**src/include/mie_consts.svh**
```systemverilog
`ifndef MIE_CONSTS_SVH
`define MIE_CONSTS_SVH

// Instruction word and data widths
`define MIE_INSTR_W 14
`define MIE_DATA_W 8
`define MIE_ADDR_W 7
`define MIE_MEM_DEPTH 128

// Opcode fields and fixed encodings
`define MIE_MOVE_OP 6'h08
`define MIE_STORE_OP 7'h01
`define MIE_OPTION_OPC 14'h0062

// File address at which the option register answers
`define MIE_OPTION_ADDR 7'h01

// Reset values
`define MIE_ACC_RST 8'h00
`define MIE_OPTION_RST 8'hff
`define MIE_ZERO_VAL 8'h00

`endif

```
**src/include/mie_pkg.sv**
```systemverilog
`include "mie_consts.svh"
`default_nettype none
package mie_pkg;

  // Execution sequencer, Gray coded
  typedef enum logic [1:0] {
    MIE_IDLE = 2'b00,
    MIE_EXEC = 2'b01
  } mie_state_t;

  // Fields of a move-class instruction word
  typedef struct packed {
    logic [5:0] op;
    logic dest;
    logic [`MIE_ADDR_W-1:0] addr;
  } mie_instr_t;

  // One write into the file register space
  typedef struct packed {
    logic en;
    logic [`MIE_ADDR_W-1:0] addr;
    logic [`MIE_DATA_W-1:0] data;
  } mie_wr_t;

endpackage
`default_nettype wire

```
**src/logic/mie_file_mem.sv**
```systemverilog
`include "mie_consts.svh"
`default_nettype none
module mie_file_mem
  import mie_pkg::*;
(
  input wire logic clk,
  input wire logic rst_n,
  input wire logic rd_en,
  input wire logic [`MIE_ADDR_W-1:0] rd_addr,
  output logic [`MIE_DATA_W-1:0] rd_data_q,
  input wire mie_wr_t wr
);

  logic [`MIE_DATA_W-1:0] mem_q [0:`MIE_MEM_DEPTH-1];

  // Storage has no reset; contents are undefined until written
  always_ff @(posedge clk) begin
    if (wr.en) begin
      mem_q[wr.addr] <= wr.data;
    end
  end

  // Registered read port, one clock of latency
  always_ff @(posedge clk) begin
    if (!rst_n) begin
      rd_data_q <= `MIE_ZERO_VAL;
    end else if (rd_en) begin
      rd_data_q <= mem_q[rd_addr];
    end
  end

endmodule
`default_nettype wire

```
**src/logic/mie_move_exec.sv**
```systemverilog
`include "mie_consts.svh"
`default_nettype none
// Operation
// RULE1 - Move-from-file with target clear loads the addressed register into accumulator.
// RULE2 - Move-from-file with target set writes the value back, accumulator kept.
// RULE3 - Move-from-file updates the zero flag whichever target is chosen.
// RULE4 - Store-accumulator writes accumulator into addressed register, flags unchanged.
// RULE5 - Fixed load-option opcode copies accumulator to option register in one cycle; here it takes one two-clock instruction slot.
// RULE6 - Option register is also an ordinary addressed file register.
// RULE7 - Zero flag set when moved byte is zero, cleared otherwise.
module mie_move_exec
  import mie_pkg::*;
(
  input wire logic clk,
  input wire logic rst_n,
  input wire logic instr_valid,
  input wire logic [`MIE_INSTR_W-1:0] instr,
  output logic ready_q,
  output logic done_q,
  output logic [`MIE_DATA_W-1:0] acc_q,
  output logic zero_q,
  output logic [`MIE_DATA_W-1:0] option_q
);

  mie_state_t state_q;
  mie_state_t state_d;
  mie_instr_t instr_q;
  logic [`MIE_DATA_W-1:0] mem_rd_data;
  mie_wr_t wr;
  mie_wr_t mem_wr;

  // Accept handshake and decode of the held word
  wire accept = instr_valid && ready_q;
  wire exec = (state_q == MIE_EXEC);
  wire is_move = (instr_q.op == `MIE_MOVE_OP);
  wire is_store = ({instr_q.op, instr_q.dest} == `MIE_STORE_OP);
  wire is_option = (instr_q == `MIE_OPTION_OPC);
  wire hits_option = (instr_q.addr == `MIE_OPTION_ADDR);

  // Operand: option register overlays its file address
  wire [`MIE_DATA_W-1:0] rd_val = hits_option ? option_q : mem_rd_data; // see RULE6
  wire rd_zero = (rd_val == `MIE_ZERO_VAL); // see RULE7

  // File write: store of accumulator, or write-back of moved value
  wire wr_store = exec && is_store; // see RULE4
  wire wr_back = exec && is_move && instr_q.dest; // see RULE2
  assign wr.en = wr_store || wr_back;
  assign wr.addr = instr_q.addr;
  assign wr.data = wr_store ? acc_q : rd_val;

  // Writes to the option address never reach the array, so no stale copy
  assign mem_wr.en = wr.en && !hits_option; // see RULE6
  assign mem_wr.addr = wr.addr;
  assign mem_wr.data = wr.data;
  wire opt_wr = (exec && is_option) || (wr.en && hits_option); // see RULE5
  wire [`MIE_DATA_W-1:0] opt_wr_data = is_option ? acc_q : wr.data;

  // Accumulator and zero flag updates
  wire acc_ld = exec && is_move && !instr_q.dest; // see RULE1
  wire zero_ld = exec && is_move; // see RULE3

  // Two clocks per instruction: operand read, then execute
  always_comb begin
    case (state_q)
      MIE_IDLE: state_d = accept ? MIE_EXEC : MIE_IDLE;
      MIE_EXEC: state_d = MIE_IDLE;
      default: state_d = MIE_IDLE;
    endcase
  end

  mie_file_mem u_mem (
    .clk(clk),
    .rst_n(rst_n),
    .rd_en(accept),
    .rd_addr(instr[`MIE_ADDR_W-1:0]),
    .rd_data_q(mem_rd_data),
    .wr(mem_wr)
  );

  // Sequencer and instruction hold
  always_ff @(posedge clk) begin
    if (!rst_n) begin
      state_q <= MIE_IDLE;
      instr_q <= '0;
      ready_q <= 1'b0;
      done_q <= 1'b0;
    end else begin
      state_q <= state_d;
      if (accept) begin
        instr_q <= instr;
      end
      ready_q <= !accept;
      done_q <= exec;
    end
  end

  // Architectural state
  always_ff @(posedge clk) begin
    if (!rst_n) begin
      acc_q <= `MIE_ACC_RST;
      zero_q <= 1'b0;
      option_q <= `MIE_OPTION_RST;
    end else begin
      if (acc_ld) begin
        acc_q <= rd_val; // see RULE1
      end
      if (zero_ld) begin
        zero_q <= rd_zero; // see RULE3
      end
      if (opt_wr) begin
        option_q <= opt_wr_data; // see RULE5
      end
    end
  end
endmodule
`default_nettype wire
```
**config.mk**
```make
export PLATFORM = sky130hd
export DESIGN_NAME = mie_move_exec
export DESIGN_NICKNAME = d
export VERILOG_FILES = /design/src/include/mie_pkg.sv /design/src/logic/mie_file_mem.sv /design/src/logic/mie_move_exec.sv
export VERILOG_INCLUDE_DIRS = /design/src /design/src/include
export SDC_FILE = /design/constraint.sdc
export NUM_CORES = 1
export LEC_CHECK = 0
export BUFFER_PORTS_ARGS = -buffer_cell sky130_fd_sc_hd__buf_4
export CAP_MARGIN = 15
export CORE_UTILIZATION = 49
export DETAILED_ROUTE_END_ITERATION = 10
export GPL_TIMING_DRIVEN = 0
export PLACE_DENSITY = 0.67
export REMOVE_ABC_BUFFERS = 1
export SLEW_MARGIN = 20
export SYNTH_ARGS = -nofsm -noshare
export SYNTH_HDL_FRONTEND = slang
export SYNTH_SLANG_ARGS = --single-unit
export TNS_END_PERCENT = 30
```
**constraint.sdc**
```tcl
create_clock -name clk -period 3.8 [get_ports clk]
set_clock_uncertainty 0.15 [all_clocks]
set_input_delay 0.19 -clock clk [delete_from_list [all_inputs] [get_ports clk]]
set_output_delay 0.19 -clock clk [all_outputs]
set_load 0.05 [all_outputs]
```
== Word-level counts from Yosys, hierarchy flattened ==
Memory sizes are Yosys's and may differ from the RTL's. A register that Yosys moved wholly into a read port is not among the register bits.
Index checks and enable logic that the tools add are counted.
Word-level totals
  bits in writable memories: 1024
  memories kept: 1
  register bits after elaboration: 35
  ROM bits: 0
  logic and storage cells: 38
  output and inout bits: 19
  bits in latches: 0
Memory list
  u_mem.mem_q: words 128, width 8, rd ports 1, clocked after Yosys merged registers in 1, wr ports 1, line mie_file_mem.sv:14  | logic [`MIE_DATA_W-1:0] mem_q [0:`MIE_MEM_DEPTH-1];
Operators by class
  multipliers: 0
  eq/ne operators: 5
  $add $sub $neg: 0
  reductions and logical operators: 17
  mux-type cells: 6
  order comparisons: 0
  shift-type cells: 0
  bitwise gates (word level): 0
  div/mod/pow operators: 0
Operators with widths (count)
  $mux 8: 3
  $eq 14x7->1 const B: 1
  $eq 7x1->1 const B: 2
  $logic_and 1x1->1: 8
  $logic_not 8->1: 1
  $eq 6x4->1 const B: 1
  $logic_not 1->1: 4
  $mux 1: 3
  $eq 2x1->1 const B: 1
  $logic_not 2->1: 1
  $logic_or 1x1->1: 2
  $reduce_and 2->1: 1

== Depth between registers and ports, before layout ==
Gate-level depths: netlist of the first run.
  depth after elaboration: 7
  gate-level depth with buffers: 11
  mapped depth without buffers: 6

== By module ==
From an unflattened synthesis of the first run, not the netlist that was laid out.
Second synthesis, totals
  cells, all modules: 2221
  area, all modules: 42221.7 um^2
By module, submodules not included
  mie_file_mem: area an instance 40513.9 um^2, cells an instance 2036, instances 1
  mie_move_exec: area an instance 1707.9 um^2, cells an instance 185, instances 1

== Worst setup path before layout of the first run ==
OpenSTA, ideal clock, no wires.
  kind: register to register
  start point: reg instr_q[9] in the netlist's numbering
  end point: mem u_mem.mem_q[0][6] in the netlist's numbering (data pin)
  cell stages (with the launch flop): 6
  arrival: 2.911 ns
  path slack: 0.252 ns
  clock period less this slack: 3.548 ns
  data required time: 3.163 ns
  buffers on the path: 0
  cell sequence: dfxtp_1 nor3_1 nand4_1 nor2_2 mux2_2 inv_1
RTL lines
  start: declaration: line mie_move_exec.sv:27  | mie_instr_t instr_q;
  start signal: assignment: line mie_move_exec.sv:90  | instr_q <= instr;
  end: declaration: line mie_file_mem.sv:14

== Worst setup path in the final report of the first run ==
  start point: reg instr_q[9] in the netlist's numbering
  end point: mem u_mem.mem_q[32][1] in the netlist's numbering (enable)
Between the ends
  word-level cells in the longest chain between the ends: 7
RTL lines
  $eq 6x4->1 (no line)
  $logic_and 1x1->1 (2 in series): line mie_move_exec.sv:46  | wire wr_back = exec && is_move && instr_q.dest;
  $logic_or 1x1->1 *: line mie_move_exec.sv:47  | assign wr.en = wr_store || wr_back;
  $logic_and 1x1->1 *: line mie_move_exec.sv:52  | assign mem_wr.en = wr.en && !hits_option;
  $mux 1 *: line mie_file_mem.sv:18  | if (wr.en) begin
  $mux 1 (implied by the code) *: line mie_file_mem.sv:19  | mem_q[wr.addr] <= wr.data;
Mark *: on every way between the ends. The rest lies on a longest branch, timed or not.

==> reports/metrics.cfg, run 1 <==
[global_routing]
grt_usage=0.229
grt_max_degree=89
grt_pass1_wl_um=143000
antenna_found_initial=1
grt_overflow=0
first_global_vias=21000

[timing]
period_minus_slack_ns=3.94
setup_viol=150
tightest_slew_ns=1.18
setup_slack_ns=-0.135
rsz0062_at_grt=true
drv_slew=0
maxSlewHeadroom=0.190
timing.final.crit_share=1.04
timing.fmax_mhz=254
hold_viol=0

[yosys]
synthFlopType=edfxtp_1
async_flop_share=0
synth_area_um2=41900
yosysMostFrequentCell=edfxtp_1
ys_ff_latch=1066
yosysTopAreaCell=edfxtp_1
yosys-top-cells-area=edfxtp_1, mux4_2, mux2i_1
synth_top_area_frac=0.733
syn_inst=2056
yosys_warnings=0
synth_edf_count=1024
synthTopCellsByCount=edfxtp_1, mux4_2, nor2_1, mux2i_1, nand2_1
synth.distinct_cells=62
syn_area_per_cell_um2=20.4
ys_seq_area_frac=0.753

[floorplan]
row_count=106
die_area_um2=86800
die_h_um=295
io_pins=36
dieWidth_um=295
core_region_area_um2=84200
start_util=0.498

[place]
dp_hpwl_um=57400
gp_congestion=0.819
placed_area_um2=43500
port_buffers=35

[worst_setup_path]
crit_path_start_kind=register
arrival_ns=4.07
crit_buf_inv=0
cp_data_required_time_ns=3.93
path_cells=nor3_1, nand4_1, nor2_1, nand2_2, nor2_1
critPathTopFamily=simple AND/OR/NAND/NOR gates
cp_slowest_stage_delay_ns=0.95
path_depth=5
path_max_fanout=16
cp-end-kind=register
critPathKind=reg -> reg
crit_top_cell=nor2_1
cp_slowest_cell=nor2_1
ff2ff_path_depth=5

[flow_run]
maxCapViolations=0

[finish]
num-nets-final=2150
area_growth_pct=12.5
fin_util=0.560
drive_gt1_frac=0.263
n_antenna_cell=0
final_area_um2=47200
n_fill_cell=6218

[drt]
wirelength_um=97500
wl_per_cell_um=29.1
first_iter_violations=2455
vias=20600
drc_errors=0
avgViaCountPerCell=6.14
postRouteAntennaNets=0
dr.pass1.iters=5

[power]
power_leakage_nw=14.7
power_w=0.0246
peakVddDrop_uv=407
power_density_nw_per_um2=521

[outcome]
status=finished, violations left
violations=setup timing

[clock_network]
clock_latency_ns=0.67
clock_path_buffers=3
cts_setup_buffers=0
cts_tree=yes
h-tree-depth=3
clock-sinks=1066
clkTransAtPathRegs_ns=0.06
numCtsBuffers=105
cts_root_buffer=clkbuf_16

[worst_hold_path]
hold_class=in -> reg
hold_path_depth=3

[cell type report]
class | count | area (um2) | area share
tap | 1134 | 1420 | 0.0301
inverter | 13 | 76.3 | 0.00162
clock buffer | 134 | 2820 | 0.0598
sequential | 1066 | 31600 | 0.670
multi-input combinational | 878 | 9800 | 0.208
clock inverter | 57 | 524 | 0.0111
timing repair buffer | 69 | 943 | 0.0200
[path summary, 6_finish.rpt]
kind | from | slack (ns) | to
worst min register to register | instr_q[12] | 0.31 | instr_q[12]
worst max-delay path | instr_q[9] | -0.14 | u_mem.mem_q[32][1]
worst max register to register | instr_q[9] | -0.14 | u_mem.mem_q[32][1]
worst min-delay path | instr_valid | 0.09 | ready_q
[metal layers]
metal / part of all wire / global-route usage / up-vias
li1: - / - / 8620
met1: 0.40 / 0.318 / 10800
met2: 0.48 / 0.361 / 956
met3: 0.082 / 0.0445 / 188
met4: 0.033 / 0.0865 / 0
met5: 0 / 0 / -
[per-stage QoR]
step                      setup TNS, ns  setup slack, ns  instances  hold WS (ns)
after global routing             -21.14           -0.231       3351        0.0870
final                             -9.76           -0.135       3351        0.0936
after detailed placement          -1.83           -0.348       3147         0.302
after global placement         -2249.35            -3.04       3126         0.297
after floorplan                       0            0.254       1957         0.116
after CTS                        -0.500          -0.0224       3351        0.0395
[registers in the layout, indices dropped and copies added (netlist names)]
| register | flops |
|---|---|
| option_q | 8 |
| ready_q | 1 |
| u_mem.mem_q | 1024 |
| state_q | 1 |
| instr_q | 14 |
| zero_q | 1 |
| done_q | 1 |
| acc_q | 8 |
| u_mem.rd_data_q | 8 |
[layout by cell type, fill, tap and decap left out, types with 6 or more instances in the layout]
master,Yosys,routed
a21oi_1,38,38
nand2b_1,7,7
a221oi_1,7,7
clkinv_2,0,18
or2_2,9,9
dfxtp_1,42,42
o211ai_1,10,10
nor3_1,20,20
a21o_1,8,8
buf_16,0,17
mux4_1,8,8
nor2_2,1,95
a22oi_1,24,24
nor2b_1,15,15
conb_1,1,8
a211oi_1,18,18
clkinv_1,1,26
and2_1,8,8
mux2i_1,96,96
buf_4,27,32
o22ai_1,11,11
edfxtp_1,1024,1024
mux2_2,16,16
clkbuf_16,0,108
nand3_1,23,20
o21ai_0,10,10
a31oi_1,6,6
nand2_1,89,84
clkbuf_1,22,24
mux4_2,244,244
bufinv_16,0,10
dlygate4sd3_1,0,13
nor2_1,148,54
[report_power, final]
part / total [W] / switching [W] / internal (W)
logic: 0.00133 / 0.000882 / 0.000446
clock network: 0.0101 / 0.00425 / 0.00589
registers: 0.0131 / 0.0000245 / 0.0131
[cell families after synthesis]
family                 Yosys count  synth area share
AO/OA/AOI/OAI                  160            0.0264
buffers and inverters          119            0.0201
flip-flops                    1066             0.753
multiplexers                   364             0.163
other                            1         0.0000894
AND/OR/NAND/NOR                346            0.0368
[tightest hold or removal path, stage by stage]
cell and delay [ns]:
buf_4 0.11, and2_1 0.39, nor2_1 0.17
[timing repair]
action                                  CTS  global route
endpoints found under the hold margin    18             0
endpoints found under the setup margin   93           768
hold buffers                             13             0
gates resized for setup                  10            81
No activity file was read; power rests on OpenSTA's default activity.
==> run 2, diff against run 1 <==
- CELL_PAD_IN_SITES_DETAIL_PLACEMENT: default -> 1
- CELL_PAD_IN_SITES_GLOBAL_PLACEMENT: default -> 1
- PLACE_DENSITY: 0.67 -> default
- PLACE_DENSITY_LB_ADDON: default -> 0.1
==> run 2 against run 1 <==
Effect of this change:
- the run now ends clean
- hold slack gained 0.090 ns
- global-route usage grew 1.7 points
- sequential share of layout area is essentially flat
- first-iteration DRC count shrank 16%
- register-to-register slack gained 0.27 ns
- largest power group unchanged
- count of clock-buffer cells in the layout grew 7
- die area is the same
- worst setup slack gained 0.24 ns
==> reports/metrics.cfg, run 2 (same netlist as run 1, synthesis figures left out) <==
[drt]
avgViaCountPerCell=6.09  ; -0.92%
dr.pass1.iters=5  ; unchanged
wirelength_um=104000  ; +7.0%
drc_errors=0  ; unchanged
wl_per_cell_um=30.9  ; +6.4%
postRouteAntennaNets=0  ; unchanged
first_iter_violations=2064  ; -16%
vias=20500  ; -0.33%

[worst_setup_path]
ff2ff_path_depth=5  ; unchanged
path_max_fanout=68  ; +52
cp-end-kind=register
crit_path_start_kind=input pin
critPathKind=in -> reg
cp_data_required_time_ns=4.14  ; +0.21 ns
arrival_ns=4.04  ; -0.03 ns

[power]
internal-power_w=0.0195  ; +0.25%
switching_share=0.216  ; +0.00589
power_density_nw_per_um2=526  ; +1.0%
pwr-share-seq=0.528  ; -0.005
p_sw_w=0.00536  ; +3.8%
clkPwrFrac=0.417  ; +0.004
power_w=0.0248  ; +1.0%
power_leakage_nw=14.9  ; +0.75%
combPwrFrac=0.055  ; about the same
peakVddDrop_uv=508  ; +25%

[finish]
area_growth_pct=12.5  ; about the same
largest_register_ffs=1024  ; unchanged
regMostFlops=u_mem.mem_q
layout_commonest_cell=edfxtp_1
drive_gt1_frac=0.227  ; -0.0363
fin_util=0.560  ; about the same
final_cell_mix=edfxtp_1, mux4_2, nor2_1
largest_registers=u_mem.mem_q: 1024 flops, instr_q: 14 flops
num-nets-final=2159  ; +0.42%
n_antenna_cell=0  ; unchanged

[place]
dp_hpwl_um=63900  ; +11%
port_buffers=35  ; unchanged
gp_congestion=0.791  ; -3.4%

[global_routing]
grt_overflow=0  ; unchanged
grt_usage=0.246  ; +0.0165
grt_max_degree=97  ; +9.0%
antenna_found_initial=4  ; +3
first_global_vias=21600  ; +2.7%
grt_pass1_wl_um=151000  ; +6.2%

[floorplan]
io_pins=36  ; unchanged
dieWidth_um=295  ; unchanged
core_region_area_um2=84200  ; unchanged
row_count=106  ; unchanged
die_area_um2=86800  ; unchanged
die_h_um=295  ; unchanged
start_util=0.498  ; unchanged

[outcome]
status=complete, no violations

[worst_hold_path]
hold_class=in -> reg
hold_path_depth=4  ; +1

[flow_run]
maxCapViolations=0  ; unchanged

[timing]
timing.final.crit_share=0.973  ; -0.0627
drv_slew=0  ; unchanged
period_minus_slack_ns=3.70  ; -0.238 ns
rsz0062_at_grt=false
timing.fmax_mhz=270  ; +6.4%
tightest_slew_ns=1.24  ; +0.0581 ns
maxSlewHeadroom=0.150  ; -0.0397
hold_viol=0  ; unchanged
fin_tns_setup_ns=0  ; +9.76 ns
setup_viol=0  ; -100%

[clock_network]
h-tree-depth=3  ; unchanged
clkTransAtPathRegs_ns=0.06  ; about the same
clock-sinks=1066  ; unchanged
numCtsBuffers=109  ; +3.8%
cts_root_buffer=clkbuf_16
clock_latency_ns=0.68  ; about the same
clock_path_buffers=3  ; unchanged
cts_tree=yes

-- run 2: cell types whose count changed in the layout (fill, tap and decap cells not counted), moves of 2 or more --
cell	before	now
buf_16	17	21
buf_8	5	3
bufinv_16	10	8
clkbuf_1	24	27
clkbuf_16	108	110
clkbuf_8	2	4
clkinv_2	18	23
inv_4	5	0
inv_6	4	12
nor2_1	54	145
nor2_2	95	3
-- run 2: area by class of cell --
type | instances | area, um2
Fill cell | 7225 | 37000
Inverter | 13 | 92.6
Clock inverter | 65 | 523
Clock buffer | 141 | 2910
Sequential cell | 1066 | 31600
Tap cell | 1134 | 1420
Multi-Input combinational cell | 878 | 9580
Timing Repair Buffer | 74 | 1060
-- run 2: layer usage --
metal / vias up / wire [um] / track usage
met4: 4 / 2500 / 0.0633
li1: 8664 / - / -
met5: - / 25 / 0
met2: 594 / 51100 / 0.398
met3: 150 / 5730 / 0.0344
met1: 11100 / 45000 / 0.353
-- run 2: timing repair --
action                     CTS  global route
hold endpoints to repair    18             0
setup endpoints to repair    0             1
hold buffers                14             0
buffers inserted             0             0
gates resized for setup      0             1
-- run 2: worst paths after layout --
path,start,to,slack (ns)
setup / recovery,instr[1],u_mem.rd_data_q[0],0.10
hold / removal,instr[13],instr_q[13],0.18
setup reg to reg,instr_q[9],u_mem.mem_q[58][5],0.13
hold reg to reg,instr_q[12],instr_q[12],0.31
-- run 2: power groups by stage --
stage / Sequential, W / Clock [W] / Combinational [W]
5_1_grt: 0.0131 / 0.0109 / 0.00145
4_1_cts: 0.0131 / 0.0105 / 0.00139
6_report: 0.0131 / 0.0103 / 0.00137
3_3_place_gp: 0.0134 / 0 / 0.00129
2_1_floorplan: 0.0134 / 0 / 0.000635
3_5_place_dp: 0.0133 / 0 / 0.00138
-- run 2: through the flow --
step / hold WS (ns) / instance area [um2] / cells / setup slack (ns)
after CTS: 0.149 / 47200 / 3371 / 0.0318
after detailed placement: 0.303 / 43600 / 3151 / -0.106
after floorplan: 0.116 / 41200 / 1957 / 0.254
after global routing: 0.179 / 47200 / 3371 / 0.0304
after global placement: 0.297 / 42800 / 3126 / -3.25
final: 0.184 / 47200 / 3371 / 0.103
-- run 2: worst max-delay path, cell delays in order --
cell and delay, ns:
dlygate4sd3_1 0.56, buf_8 0.45, buf_16 0.40, mux4_2 0.57, mux2i_1 0.46, nand2_1 0.13
and3_1 0.28, o31ai_1 0.66, a41oi_1 0.21
